--- src/rx_ctrl_defines.svh ---
// constants for the receiver control configuration block
`ifndef RX_CTRL_DEFINES_SVH
`define RX_CTRL_DEFINES_SVH
`define ID_SYNC3200        8'h16
`define ID_ON_HI           4'h1
`define SET_SYNC1600       4'h7
`define SET_DATA3200       4'h8
`define SET_DATA1600       4'h9
`define ID_SHUT_HI         7'h0D
`define ID_FRAME_HI        5'h04
`define ID_CFG_LO          8'h10
`define ID_CFG_HI          8'h1B
`define BIT_STEP_EN        7
`define BIT_BATT_CHK       3
`define LINE_RESET         8'h00
`define DWELL_RESET        7'h01
`define DWELL_UNIT_NS      625000
`define CLK_PERIOD_NS      50
`define DWELL_UNIT_CYCLES  (`DWELL_UNIT_NS / `CLK_PERIOD_NS)
`endif

--- src/rx_ctrl_pkg.sv ---
// types for the receiver control configuration block
package rx_ctrl_pkg;
    typedef struct packed {
        logic       battery_check_flag;
        logic       step_enable;
        logic [7:0] line_value;
        logic [6:0] dwell_period;
    } rx_state_cfg_s;

    typedef struct packed {
        logic [7:0] id;
        logic [7:0] b2;
        logic [7:0] b1;
        logic [7:0] b0;
    } packet_s;

    typedef enum logic [2:0] {
        ST_OFF, ST_SYNC, ST_ON_SYNC1600, ST_ON_DATA3200, ST_ON_DATA1600, ST_SHUT1, ST_SHUT2
    } rx_state_e;
endpackage

--- src/pager_rx_control_config.sv ---
// receiver control configuration, sequencing and frame assignment table
// Function
// - battery_check_flag set: sample low battery input just before leaving state; resets zero.
// - drive each state's programmed line_value on receiver control lines; resets zero.
// - final warm-up dwell in 625 us units, codes 01..7F, reset one unit.
// - sync state waits its dwell after warm-up before sliced symbols count valid.
// - sync packet id 0x16, flag byte2 bit3, line byte1, dwell byte0[6:0].
// - receiver-on packets select state by low nibble 7, 8 or 9; byte0 zero.
// - shut-down packets id upper 0001101, bit0 picks step one or two.
// - disabled shut-down step skips itself and later steps; enables reset zero.
// - shut-down dwell byte0[5:0] in 625 us units, codes 01..3F, reset one.
// - accept frame packets ids 32..39, low id bits index, low bytes sixteen bits.
// - index 0 covers frames 127..112 downward; index 7 covers 15..0.
// - frames with assigned bit set are decoded, others ignored; bits reset zero.
// - ignore configuration packets ids 16..27 while decoder run is set.
`timescale 1ns/10ps
`default_nettype none
`include "rx_ctrl_defines.svh"
module pager_rx_control_config
    import rx_ctrl_pkg::*;
#(
    parameter int UNIT_CYCLES = `DWELL_UNIT_CYCLES
) (
    input  wire logic        clk,
    input  wire logic        rst_n,
    input  wire logic        pkt_valid,
    input  wire logic [31:0] pkt_data,
    input  wire logic        decoder_run,
    input  wire logic        cycle_start,
    input  wire logic        warmup_done,
    input  wire logic [6:0]  frame_query,
    input  wire logic        low_battery_input,
    input  wire logic        sliced_symbol_hi,
    input  wire logic        sliced_symbol_lo,
    output logic [7:0]       receiver_ctrl_lines,
    output logic             symbols_valid,
    output logic [1:0]       sliced_symbols,
    output logic             low_battery_seen,
    output logic             batt_sample_strobe,
    output logic             frame_assigned,
    output logic             rx_busy,
    output logic [2:0]       rx_state
);
    rx_state_cfg_s cfg_reg [7];
    rx_state_cfg_s cfg_next [7];
    logic [15:0] frame_bits_reg [8];
    logic [15:0] frame_bits_next [8];
    rx_state_e   state_reg;
    rx_state_e   state_next;
    logic        timer_start;
    logic        timer_expired;
    logic [6:0]  timer_units;
    logic        batt_sync;
    logic [1:0]  sym_sync;
    logic        batt_next;
    logic        strobe_next;
    logic        valid_next;
    packet_s     pkt;
    logic [7:0]  lines_next;
    logic [1:0]  symbols_next;
    logic        assigned_next;
    logic [2:0]  query_group;

    assign pkt = packet_s'(pkt_data);

    sync2 #(.W(3)) u_sync (
        .clk   (clk),
        .rst_n (rst_n),
        .d     ({low_battery_input, sliced_symbol_hi, sliced_symbol_lo}),
        .q     ({batt_sync, sym_sync})
    );

    dwell_timer #(.UNIT_CYCLES(UNIT_CYCLES)) u_timer (
        .clk     (clk),
        .rst_n   (rst_n),
        .start   (timer_start),
        .units   (timer_units),
        .expired (timer_expired)
    );

    // map state to its slot in the configuration table
    function automatic int slot_of(input rx_state_e s);
        unique case (s)
            ST_OFF:         slot_of = 0;
            ST_SYNC:        slot_of = 1;
            ST_ON_SYNC1600: slot_of = 2;
            ST_ON_DATA3200: slot_of = 3;
            ST_ON_DATA1600: slot_of = 4;
            ST_SHUT1:       slot_of = 5;
            ST_SHUT2:       slot_of = 6;
        endcase
    endfunction

    // frame assignment packets: ids 32..39 with byte 2 clear
    function automatic logic is_frame_pkt(input packet_s p);
        is_frame_pkt = (p.id[7:3] == `ID_FRAME_HI) && (p.b2 == 8'h00);
    endfunction

    // receiver control range; off and warm-up ids share it but are not stored here
    function automatic logic is_cfg_pkt(input packet_s p);
        is_cfg_pkt = (p.id >= `ID_CFG_LO) && (p.id <= `ID_CFG_HI);
    endfunction

    // shut-down setting number picks step one or step two
    function automatic int shut_slot(input packet_s p);
        shut_slot = 5 + int'(p.id[0]);
    endfunction

    // group 0 holds frames 127..112, so the group runs opposite to the frame's top bits
    function automatic logic [2:0] group_of(input logic [6:0] frame);
        group_of = 3'h7 - frame[6:4];
    endfunction

    // configuration packet decode
    always_comb begin
        logic reserved_ok;
        reserved_ok = 1'b0;
        for (int i = 0; i < 7; i++) begin
            cfg_next[i] = cfg_reg[i];
        end
        for (int i = 0; i < 8; i++) begin
            frame_bits_next[i] = frame_bits_reg[i];
        end
        if (pkt_valid) begin
            if (is_frame_pkt(pkt)) begin
                frame_bits_next[pkt.id[2:0]] = {pkt.b1, pkt.b0};
            end else if (!decoder_run && is_cfg_pkt(pkt)) begin
                reserved_ok = (pkt.b2 & 8'h77) == 8'h00;
                if (pkt.id == `ID_SYNC3200 && reserved_ok && !pkt.b2[`BIT_STEP_EN] && !pkt.b0[7]) begin
                    cfg_next[1].battery_check_flag = pkt.b2[`BIT_BATT_CHK];
                    cfg_next[1].line_value         = pkt.b1;
                    cfg_next[1].dwell_period       = pkt.b0[6:0];
                end else if (pkt.id[7:1] == `ID_SHUT_HI && reserved_ok && pkt.b0[7:6] == 2'b00) begin
                    cfg_next[shut_slot(pkt)].step_enable        = pkt.b2[`BIT_STEP_EN];
                    cfg_next[shut_slot(pkt)].battery_check_flag = pkt.b2[`BIT_BATT_CHK];
                    cfg_next[shut_slot(pkt)].line_value         = pkt.b1;
                    cfg_next[shut_slot(pkt)].dwell_period       = {1'b0, pkt.b0[5:0]};
                end else if (reserved_ok && !pkt.b2[`BIT_STEP_EN] && pkt.b0 == 8'h00) begin
                    if (pkt.id[3:0] == `SET_SYNC1600) begin
                        cfg_next[2].battery_check_flag = pkt.b2[`BIT_BATT_CHK];
                        cfg_next[2].line_value         = pkt.b1;
                    end else if (pkt.id[3:0] == `SET_DATA3200) begin
                        cfg_next[3].battery_check_flag = pkt.b2[`BIT_BATT_CHK];
                        cfg_next[3].line_value         = pkt.b1;
                    end else if (pkt.id[3:0] == `SET_DATA1600) begin
                        cfg_next[4].battery_check_flag = pkt.b2[`BIT_BATT_CHK];
                        cfg_next[4].line_value         = pkt.b1;
                    end
                end
                // other ids in range belong to off and warm-up, left unchanged
            end
        end
    end

    // receiver sequencing
    always_comb begin
        state_next  = state_reg;
        timer_start = 1'b0;
        timer_units = cfg_reg[1].dwell_period;
        valid_next  = symbols_valid;
        unique case (state_reg)
            ST_OFF: begin
                valid_next = 1'b0;
                if (decoder_run && cycle_start && warmup_done) begin
                    state_next  = ST_SYNC;
                    timer_start = 1'b1;
                    timer_units = cfg_reg[1].dwell_period;
                end
            end
            ST_SYNC: begin
                if (timer_expired) begin
                    valid_next = 1'b1;
                    state_next = ST_ON_SYNC1600;
                end
            end
            ST_ON_SYNC1600: begin
                if (cycle_start) begin
                    state_next = ST_ON_DATA3200;
                end
            end
            ST_ON_DATA3200: begin
                if (cycle_start) begin
                    state_next = ST_ON_DATA1600;
                end
            end
            ST_ON_DATA1600: begin
                if (cycle_start || !decoder_run) begin
                    valid_next = 1'b0;
                    if (cfg_reg[5].step_enable) begin
                        state_next  = ST_SHUT1;
                        timer_start = 1'b1;
                        timer_units = cfg_reg[5].dwell_period;
                    end else begin
                        state_next = ST_OFF;
                    end
                end
            end
            ST_SHUT1: begin
                if (timer_expired) begin
                    if (cfg_reg[6].step_enable) begin
                        state_next  = ST_SHUT2;
                        timer_start = 1'b1;
                        timer_units = cfg_reg[6].dwell_period;
                    end else begin
                        state_next = ST_OFF;
                    end
                end
            end
            ST_SHUT2: begin
                if (timer_expired) begin
                    state_next = ST_OFF;
                end
            end
        endcase
    end

    // battery is sampled on the edge that leaves a state whose check flag is set
    always_comb begin
        batt_next   = low_battery_seen;
        strobe_next = 1'b0;
        if (state_next != state_reg && cfg_reg[slot_of(state_reg)].battery_check_flag) begin
            batt_next   = batt_sync;
            strobe_next = 1'b1;
        end
    end

    // outputs follow the state being entered, so lines and state change on one edge
    always_comb begin
        lines_next    = cfg_reg[slot_of(state_next)].line_value;
        symbols_next  = valid_next ? sym_sync : 2'b00;
        query_group   = group_of(frame_query);
        assigned_next = frame_bits_reg[query_group][frame_query[3:0]];
    end

    // one register slot per receiver state
    for (genvar s = 0; s < 7; s++) begin : g_cfg
        always_ff @(posedge clk or negedge rst_n) begin
            if (!rst_n) begin
                cfg_reg[s] <= '{1'b0, 1'b0, `LINE_RESET, `DWELL_RESET};
            end else begin
                cfg_reg[s] <= cfg_next[s];
            end
        end
    end

    // one sixteen-frame group per frame assignment packet
    for (genvar g = 0; g < 8; g++) begin : g_frame
        always_ff @(posedge clk or negedge rst_n) begin
            if (!rst_n) begin
                frame_bits_reg[g] <= 16'h0000;
            end else begin
                frame_bits_reg[g] <= frame_bits_next[g];
            end
        end
    end

    always_ff @(posedge clk or negedge rst_n) begin
        if (!rst_n) begin
            state_reg           <= ST_OFF;
            receiver_ctrl_lines <= `LINE_RESET;
        end else begin
            state_reg           <= state_next;
            receiver_ctrl_lines <= lines_next;
        end
    end

    // symbols pass only once the sync dwell has run out
    always_ff @(posedge clk or negedge rst_n) begin
        if (!rst_n) begin
            symbols_valid  <= 1'b0;
            sliced_symbols <= 2'b00;
        end else begin
            symbols_valid  <= valid_next;
            sliced_symbols <= symbols_next;
        end
    end

    // last sampled battery level and its one-cycle sample strobe
    always_ff @(posedge clk or negedge rst_n) begin
        if (!rst_n) begin
            low_battery_seen   <= 1'b0;
            batt_sample_strobe <= 1'b0;
        end else begin
            low_battery_seen   <= batt_next;
            batt_sample_strobe <= strobe_next;
        end
    end

    // frame lookup answers one cycle after the query
    always_ff @(posedge clk or negedge rst_n) begin
        if (!rst_n) begin
            frame_assigned <= 1'b0;
        end else begin
            frame_assigned <= assigned_next;
        end
    end

    assign rx_busy  = (state_reg != ST_OFF);
    assign rx_state = state_reg;
endmodule
`default_nettype wire

--- src/dwell_timer.sv ---
// dwell timer counting 625 us units
`timescale 1ns/10ps
`default_nettype none
`include "rx_ctrl_defines.svh"
module dwell_timer
    import rx_ctrl_pkg::*;
#(
    parameter int UNIT_CYCLES = `DWELL_UNIT_CYCLES
) (
    input  wire logic       clk,
    input  wire logic       rst_n,
    input  wire logic       start,
    input  wire logic [6:0] units,
    output logic            expired
);
    logic [13:0] tick_reg;
    logic [13:0] tick_next;
    logic [6:0]  unit_reg;
    logic [6:0]  unit_next;
    logic        run_reg;
    logic        run_next;
    logic        exp_next;

    always_comb begin
        tick_next = tick_reg;
        unit_next = unit_reg;
        run_next  = run_reg;
        exp_next  = 1'b0;
        if (start) begin
            tick_next = 14'h0000;
            unit_next = (units == 7'h00) ? 7'h01 : units;
            run_next  = 1'b1;
        end else if (run_reg) begin
            if (tick_reg == 14'(UNIT_CYCLES - 1)) begin
                tick_next = 14'h0000;
                unit_next = unit_reg - 7'h01;
                if (unit_reg == 7'h01) begin
                    run_next = 1'b0;
                    exp_next = 1'b1;
                end
            end else begin
                tick_next = tick_reg + 14'h0001;
            end
        end
    end

    always_ff @(posedge clk or negedge rst_n) begin
        if (!rst_n) begin
            tick_reg <= 14'h0000;
            unit_reg <= 7'h00;
            run_reg  <= 1'b0;
            expired  <= 1'b0;
        end else begin
            tick_reg <= tick_next;
            unit_reg <= unit_next;
            run_reg  <= run_next;
            expired  <= exp_next;
        end
    end
endmodule
`default_nettype wire

--- src/sync2.sv ---
// two-flop synchroniser for pin inputs
`timescale 1ns/10ps
`default_nettype none
module sync2 #(
    parameter int W = 1
) (
    input  wire logic         clk,
    input  wire logic         rst_n,
    input  wire logic [W-1:0] d,
    output logic      [W-1:0] q
);
    logic [W-1:0] meta_reg;
    always_ff @(posedge clk or negedge rst_n) begin
        if (!rst_n) begin
            meta_reg <= '0;
            q        <= '0;
        end else begin
            meta_reg <= d;
            q        <= meta_reg;
        end
    end
endmodule
`default_nettype wire

--- config.mk ---
export PLATFORM = sky130hd
export DESIGN_NAME = pager_rx_control_config
export DESIGN_NICKNAME = d
export VERILOG_FILES = /design/src/rx_ctrl_pkg.sv /design/src/pager_rx_control_config.sv /design/src/dwell_timer.sv /design/src/sync2.sv
export VERILOG_INCLUDE_DIRS = /design/src /design/src/src
export SDC_FILE = /design/constraint.sdc
export NUM_CORES = 1
export LEC_CHECK = 0
export BUFFER_PORTS_ARGS = -buffer_cell sky130_fd_sc_hd__buf_2
export CORE_MARGIN = 5
export CORE_UTILIZATION = 40
export DETAILED_ROUTE_END_ITERATION = 10
export PLACE_DENSITY_LB_ADDON = 0.2
export SYNTH_ARGS = -nofsm -noshare
export SYNTH_HDL_FRONTEND = slang
export SYNTH_SLANG_ARGS = --single-unit
--- constraint.sdc ---
create_clock -name clk -period 2.7 [get_ports clk]
set_input_delay 0.54 -clock clk [delete_from_list [all_inputs] [get_ports clk]]
set_output_delay 0.54 -clock clk [all_outputs]
set_load 0.005 [all_outputs]
# Yosys cells after proc, flatten, opt, wreduce, memory -nomap -nowiden
# Index checks and enable logic that the tools add are counted.
# totals
mem_bits_ro,0
register_bits,293
out_inout_bits,18
inputBits,48
ram_bits,0
latch_bits,0
mem_count,0
elab_cells,230
# classes
n_addsub,4
n_shift,0
bitwise,7
div_mod_pow,0
reduce_logical,41
magnitude_cmp,10
multipliers,0
n_eq_ne,23
mux,96
# ops
cell,n
bitwise mux 119 bit,4
one-hot mux 32 bit (7 select lines),2
demux 17 bit (select 3 bit),4
bitwise mux 128 bit,1
binary-select mux 17 bit (select 3 bit),2
>= comparator 32 x 4 -> 1 bit (second input constant),3
2-to-1 mux 8 bit,12
2-to-1 mux 17 bit,4
2-to-1 mux 16 bit,4
NOT 32 bit,2
2-to-1 mux 7 bit,9
2-to-1 mux 15 bit,4
binary-select mux 16 bit (select 3 bit),1
demux 16 bit (select 3 bit),1
2-to-1 mux 14 bit,3
less-than comparator 32 x 1 -> 1 bit (second input constant),1
NOT 4 -> 32 bit,1
2-to-1 mux 1 bit,30
2-to-1 mux 3 bit,9
logical NOT 8 bit,3
one-hot mux 3 bit (7 select lines),1
equality test 3 bit (second input constant),6
logical AND 1 bit,15
adder 14 x 1 -> 14 bit (second input constant),1
38 further kinds,58

# Longest topological paths before layout
# Gate-level depths: netlist (run 1).
# logic_depth
word_depth,12
mapped_depth,9
ltp_nobuf,7

# Hierarchy
# A second synthesis (run 1) with hierarchy kept.
# unflattened
cells_unflattened,883
hier_area_um2,11922.7
# modules_own_cells
mod,area_per_inst_um2,seq_area_each_um2,n_inst,cells_per_inst
pager_rx_control_config,10461.3,5509.0,1,741
dwell_timer,1311.3,575.6,1,136
sync2,150.1,150.1,1,6

# Worst setup path after synthesis (run 1)
# OpenSTA, ideal clock, no wires.
# synth_timing
path_kind,in2reg
startpoint,in pkt_data[30]
endpoint,reg cfg_reg[78] in the netlist's numbering
t_arrival_ns,2.685
cell_stages,4
setup_time_ns,0.125
path_buffers,0
path_slack_ns,-0.109
required_time_ns,2.575
path_cell_list,or4b_1 > or4_4 > a2111oi_4 > mux2_2
# synth_between
elab_chain_len,6
word_cells_on_any_way,19
cone_classes,2 x order compare; 3 x eq/ne; 1 x mux; 2 x bitwise; 11 x reduce/logical
# synth_lines
element,line,source
from (decl),pager_rx_control_config.sv:27,"input wire logic [31:0] pkt_data,"
"parallel branches: the longest is 6 deep, another holds >= comparator 8 x 5 -> 1 bit",-,
"to (signal, indexed assignment)",pager_rx_control_config.sv:239,"cfg_reg[s] <= '{1'b0, 1'b0, `LINE_RESET, `DWELL_RESET};"
"to (signal, indexed assignment)",pager_rx_control_config.sv:241,cfg_reg[s] <= cfg_next[s];
to (decl),pager_rx_control_config.sv:44,rx_state_cfg_s cfg_reg [7];
# Parallel ways; which one is timed is not known.
# A chain may end at the register's enable or synchronous reset.

# Worst setup path in the final report (run 1)
# layout_timing
startpoint,"reg state_reg[0], in the netlist rx_state[0]"
endpoint,reg low_battery_seen
# layout_between
elab_chain_len,7
word_cells_on_any_way,22
cone_classes,7 x eq/ne; 12 x mux; 1 x bitwise; 2 x reduce/logical
# layout_lines
element,line,source
from (decl),pager_rx_control_config.sv:48,rx_state_e state_reg;
from (signal assigned),pager_rx_control_config.sv:262,state_reg <= state_next;
"equality test 3 bit, or another cell as far along","pager_rx_control_config.sv:83, pager_rx_control_config.sv:161",
one-hot mux 32 bit (7 select lines),pager_rx_control_config.sv:83,unique case (s)
NOT 32 bit (not written as such),pager_rx_control_config.sv:221,if (state_next != state_reg && cfg_reg[slot_of(state_reg)].battery_check_flag) begin
binary-select mux 17 bit (select 3 bit),pager_rx_control_config.sv:221,
2-to-1 mux 17 bit (not written as such) (2 in a row),pager_rx_control_config.sv:221,
logical AND 1 bit *,pager_rx_control_config.sv:221,
to (signal assigned),pager_rx_control_config.sv:284,low_battery_seen <= batt_next;
to (decl),pager_rx_control_config.sv:38,"output logic low_battery_seen,"
# Mark *: on every way between the ends. The rest lies on a longest branch, timed or not. The select of a mux whose other input is x is not followed.

==> summary.md, run 1 <==
| Metric | Value |
|---|---|
| Synth Warn # | 0 |
| Max reg flops | ~130 |
| Final wirelength | about 29 mm |
| Die X | roughly 180 um |
| DP HPWL | 19.1 mm |
| Hold_buf cts | 1 |
| CTS Buf Count | 28 |
| Worst Setup End Kind | flip-flop |
| Worst slew pin tran | 824 ps |
| Wirelength per Cell | a little over 20 um |
| Worst Path Required | approximately 3100 ps |
| Relative slew slack | a little under half |
| DRT Pass-1 Iters | 4 |
| Layout cells sized above 1 | between 40 and 50% |
| Row cnt | a little over 60 |
| VDD IR max | around 440 uV |
| TNS Setup | 0 ps |
| Total power | between 7 and 8 mW |
| Initial Util | roughly two fifths |
| Synth-to-Final Area Change | 18.6% |
| PD cells | 575 nW/um^2 |
| RSZ-0062 raised after global routing | no |
| Final #Nets | ~1000 |
| Syn Std Cell Area | 11700 um^2 |
| CTS tree | done |
| Initial antenna violation count | 1 |
| Global-route wire length before repair | 46.8 mm |
| Max Root-Sink Buffers | 3 |
| Status | finished clean |
| Routed vias/inst | about 5.5 |
| Async SR Flop Fraction | between 90% and 100% |
| Pleak | 6.56 nW |
| # DRC | 0 |
| Maxcap violations | 0 |
| Largest net degree at the start of global routing | 66 |
| Gr ovfl total | 0 |
| EDFF count, synth | 0 |
| Worst Clk Skew | slightly above 10 ps |
| Arrival @ worst endpoint | around 3000 ps |
| Net count after synthesis | around 960 |
| Clk root buf | clkbuf_16 |
| Final Wtd Congestion | about 0.83 |
| Drt initial violations | roughly 490 |
| Post-synthesis average cell area | between 10 and 15 um^2 |
| Fmax achieved | just under 0.4 GHz |
| Most used flip-flop cell after synthesis | dfrtp_1 |
| Final Max Slew Viols | 0 |
| CTS H-tree depth | 1 |
| Postcts setup bufs | 0 |
| Core area | 28800 um^2 |
| IO Port Bufs | between 60 and 70 |
| Cell count after synthesis | a little over 900 |
| Type of origin of the critical path | flip-flop |
| CTS Sinks | 249 |
| Worst Path Max Fanout | 16 |
| Crit Path Class | reg2reg |
| DRT antenna net count | 0 |
| Post-cts gate resize count | 0 |
| Number of global-route vias before repair | just over 8000 |
| Final hold vios | 0 |
| I/O Pins | 66 |
| Post-synthesis sequential area ratio | between 50% and 60% |
| Final critical-path required period | approximately 2500 ps |
| Final setup fails | 0 |
| Crit. Startpoint | rx_state[0] |
| Vert. Die Dim | approximately 180 um |
| Vias | a little under 8000 |
| Crit Reg-Reg Startpoint | rx_state[0] |
| Worst-path clk slew | 60 ps |
| Count of distinct cell types in the synthesized netlist | 61 |
| Tcrit/Tclk final | between 90% and 100% |
| Worst min path class | in2reg |
| #FFs+latches synth | between 200 and 250 |
| Hold Startpoint | sliced_symbol_hi |
| Die area | around 33000 um^2 |
| Global Route Usage Sum | between 10% and 20% |
| Worst-skew pair later-pin latency | ~530 ps |
## layout make-up
type,instances,area (um^2)
Tap cell,384,480
Sequential cell,249,6230
Timing Repair Buffer,128,961
Antenna cell,1,2.50
Clock buffer,43,868
Inverter,17,63.8
Clock inverter,8,92.6
Multi-Input combinational cell,573,5150
Fill cell,2601,14900
## power breakdown
part	leakage (nW)	total, mW	switching, mW	internal [mW]
clock network	0.476	3.89	1.50	2.39
logic	2.74	0.331	0.229	0.102
registers	3.35	3.74	0.00181	3.74
## metrics by stage
stage	instances	instance area (um^2)	hold slack, ps	utilization, %	setup WS (ps)
2_1_floorplan	906	11700	244	-	-67.9
3_3_place_gp	1350	12900	334	44.8	-345
3_5_place_dp	1350	12900	336	44.8	-377
4_1_cts	1402	13900	92.9	48.1	166
5_1_grt	1403	13900	88.7	48.1	0.192
6_report	1403	13900	118	48.1	171
## cells in the mapped netlist (all sizes together), types with 16 or more instances
master | instances | area share [%]
dfrtp | 246 | 53
mux2 | 199 | 19
clkbuf | 51 | 1.6
nand2 | 44 | 1.4
a21oi | 34 | 1.5
mux4 | 32 | 6.2
o21ai | 28 | 1.2
nor2 | 23 | 0.76
o22ai | 22 | 1.2
nand3 | 20 | 0.86
a22oi | 19 | 1.2
inv | 17 | 0.55
buf | 16 | 0.62
## layout by cell type, fill, tap and decap left out, types with 9 or more instances in the layout
cell type    n
a21oi_1     34
a22o_1       9
a22oi_1     19
and2_1      12
buf_12      12
buf_2       64
buf_4       50
clkbuf_16   29
clkbuf_8     9
dfrtp_1    246
inv_1       17
mux2_2     197
mux4_2      32
nand2_1     44
nand3_1     20
nor2_1      22
nor2b_1     11
o21ai_0     28
o221ai_1    10
o22ai_1     22
## path summary, 6_finish.rpt
path                                            end  slack (ps)  cells past startpoint
worst max-delay path               low_battery_seen         170                      7
worst min-delay path             u_sync.meta_reg[1]         120                      1
worst max register to register     low_battery_seen         170                      7
worst min register to register          u_sync.q[1]         340                      0
max in group asynchronous       u_timer.unit_reg[1]        1360                      3
min in group asynchronous        frame_bits_reg[59]         550                      2
## per-layer routing
metal	up-vias	wire length, um	global-route usage (%)
met5	-	0	0
met3	44	1030	2.31
met4	0	619	4.38
met1	3969	13700	25.7
met2	153	13200	27.9
li1	3572	-	-
## critical path, cell delays in order, from the launching register on
cell and delay, ps:
dfrtp_1 620, inv_1 250, o32a_1 220, o21ai_0 210, a41oi_1 70, a2111oi_0 520, buf_4 210, mux2_2 320
## cells by family after synthesis
| logic type | synth area share (%) |
|---|---|
| xor+xnor | 0.600 |
| mux | 25.7 |
| simple gates | 8.15 |
| fa+ha+maj | 0.321 |
| flops | 53.3 |
| compound gates | 9.10 |
| buf+inv | 2.80 |
Power figures use the tool's default switching activity.
==> run 2: changes to the inputs <==
- CORE_UTILIZATION: 40 -> 53
==> summary.md, run 2 (synthesized netlist as in run 1, its figures left out) <==
| Metric | Value |
|---|---|
| Vert. Die Dim | 159 um |
| CTS tree | done |
| Layout cells sized above 1 | about two fifths |
| Hold Path Cell Cnt | 1 |
| Max Root-Sink Buffers | 3 |
| Global Route Usage Sum | around 22% |
| Commonest non-fill, non-tap cells in the layout | 246 x dfrtp_1, 197 x mux2_2, 64 x buf_2 |
| WL met3 | around 1.1 mm |
| Final wirelength | 26.9 mm |
| Global-route wire length before repair | ~44 mm |
| Worst min path class | in2reg |
| Die area | about 25000 um^2 |
| R2r worst-path depth | 7 |
| Final setup fails | 0 |
| Final #Nets | just over 1000 |
| CTS Buf Count | 27 |
| Drt initial violations | about 550 |
| Gr ovfl total | 0 |
| Commonest non-fill, non-tap cell in the layout | dfrtp_1 |
| Top layer in use | met4 |
| FF-to-FF End | u_timer.unit_reg[0] |
| Final critical-path required period | between 2000 and 2500 ps |
| Fmax achieved | 0.411 GHz |
| Clk root buf | clkbuf_16 |
| Status | finished clean |
| Post-route insts no fill | about 1300 |
| Synth-to-Final Area Change | 17.0% |
| Worst Setup End Kind | flip-flop |
| Relative slew slack | roughly 45% |
| VDD IR max | between 500 and 600 uV |
| DP HPWL | 17.6 mm |
| Final hold vios | 0 |
| # DRC | 0 |
| DRT Pass-1 Iters | 6 |
| Total power | between 7 and 8 mW |
| Arrival @ worst endpoint | about 2800 ps |
| CTS H-tree depth | 1 |
| Hold Startpoint | sliced_symbol_lo |
| DP Cell Count | between 1000 and 1500 |
| Hold slack | between 100 and 150 ps |
| Met2 WL | 12.7 mm |
| Largest net degree at the start of global routing | between 60 and 70 |
| Hold Path Sink | u_sync.meta_reg[0] |
| Worst-skew pair later-pin latency | around 520 ps |
| Initial Util | between 50 and 60% |
| Initial antenna violation count | 0 |
| Worst slew pin tran | a little over 800 ps |
| I/O Pins | 66 |
| Diode count | 0 |
| RSZ-0062 raised after global routing | no |
| Worst-path clk slew | around 60 ps |
| PD cells | 579 nW/um^2 |
| Vias | about 7700 |
| Core area | approximately 22000 um^2 |
| Worst Path Required | around 3100 ps |
| CTS Sinks | between 200 and 250 |
| Maxcap violations | 0 |
| Max reg flops | 128 |
| Crit Path Class | reg2reg |
| Routed vias/inst | 6.03 |
| Tcrit/Tclk final | approximately 90% |
| Worst Path Max Fanout | 10 |
| Final Wtd Congestion | around 0.85 |
| TNS Setup | 0 ps |
| IO Port Bufs | 65 |
| Wirelength per Cell | ~21 um |
| DRT antenna net count | 0 |
| Worst Clk Skew | ~12 ps |
| Filler cells | about 1700 |
| Worst R2R Setup Slack | about 270 ps |
| Number of global-route vias before repair | 7990 |
| Postcts setup bufs | 0 |
| Row cnt | 54 |
| Wl on met1 | 12.7 mm |
| Final Max Slew Viols | 0 |
| Die X | 159 um |
| Type of origin of the critical path | flip-flop |
| Pleak | about 6.5 nW |
| Crit Reg-Reg Startpoint | u_timer.tick_reg[0] |
| Final core area utilization | between 60% and 70% |
==> run 2: changes by cell type in the layout (fill, tap and decap cells not counted), moves of 2 or more <==
cell / change
clkbuf_1: -2
buf_4: -18
buf_12: +5
clkbuf_16: -2
==> run 2: worst max-delay path: stages (launching register included) <==
cell     delay (ps)
dfrtp_1         400
ha_1            200
or4b_2          600
nor4_1          320
and2_2          340
xnor2_1         160
mux2i_1          90
a41o_1          200
==> run 2: layout make-up <==
cell class | instances | area [um^2] | area share (%)
Sequential cell | 249 | 6230 | 45.6
Clock inverter | 10 | 135 | 0.988
Timing Repair Buffer | 115 | 926 | 6.77
Inverter | 17 | 63.8 | 0.467
Multi-Input combinational cell | 573 | 5150 | 37.7
Clock buffer | 39 | 811 | 5.93
Tap cell | 280 | 350 | 2.56
==> run 2: worst max-delay path by stage <==
stage | startpoint | to | cells past startpoint
floorplan | pkt_data[30] | frame_bits_reg[87] | 7
global placement | pkt_data[30] | frame_bits_reg[91] | 7
detailed placement | pkt_data[30] | frame_bits_reg[94] | 7
CTS | u_timer.tick_reg[0] | u_timer.unit_reg[6] | 7
global route | u_timer.tick_reg[0] | u_timer.unit_reg[0] | 7
finish | u_timer.tick_reg[0] | u_timer.unit_reg[0] | 7
==> run 2: repair_timing <==
action / CTS / global route
gates resized for setup: 0 / 1
hold buffers: 1 / 0
endpoints found under the hold margin: 53 / 0
endpoints found under the setup margin: 0 / 4
==> run 2: where the power goes <==
part           switching (mW)  internal (mW)  total, mW
clock network            1.49           2.37       3.86
registers             0.00178           3.74       3.74
logic                   0.214         0.0970      0.311
==> run 2: routing by layer <==
| layer | global-route usage (%) | vias to the layer above |
|---|---|---|
| met3 | 2.99 | 29 |
| met5 | 0 | - |
| met4 | 4.43 | 0 |
| li1 | - | 3532 |
| met2 | 35.6 | 149 |
| met1 | 33.2 | 4024 |
==> run 2: per-stage QoR <==
stage | instance area, um^2 | setup slack (ps)
2_1_floorplan | 11700 | -67.9
3_3_place_gp | 12700 | -80.1
3_5_place_dp | 12700 | -122
4_1_cts | 13700 | 173
5_1_grt | 13700 | 43.2
6_report | 13700 | 269
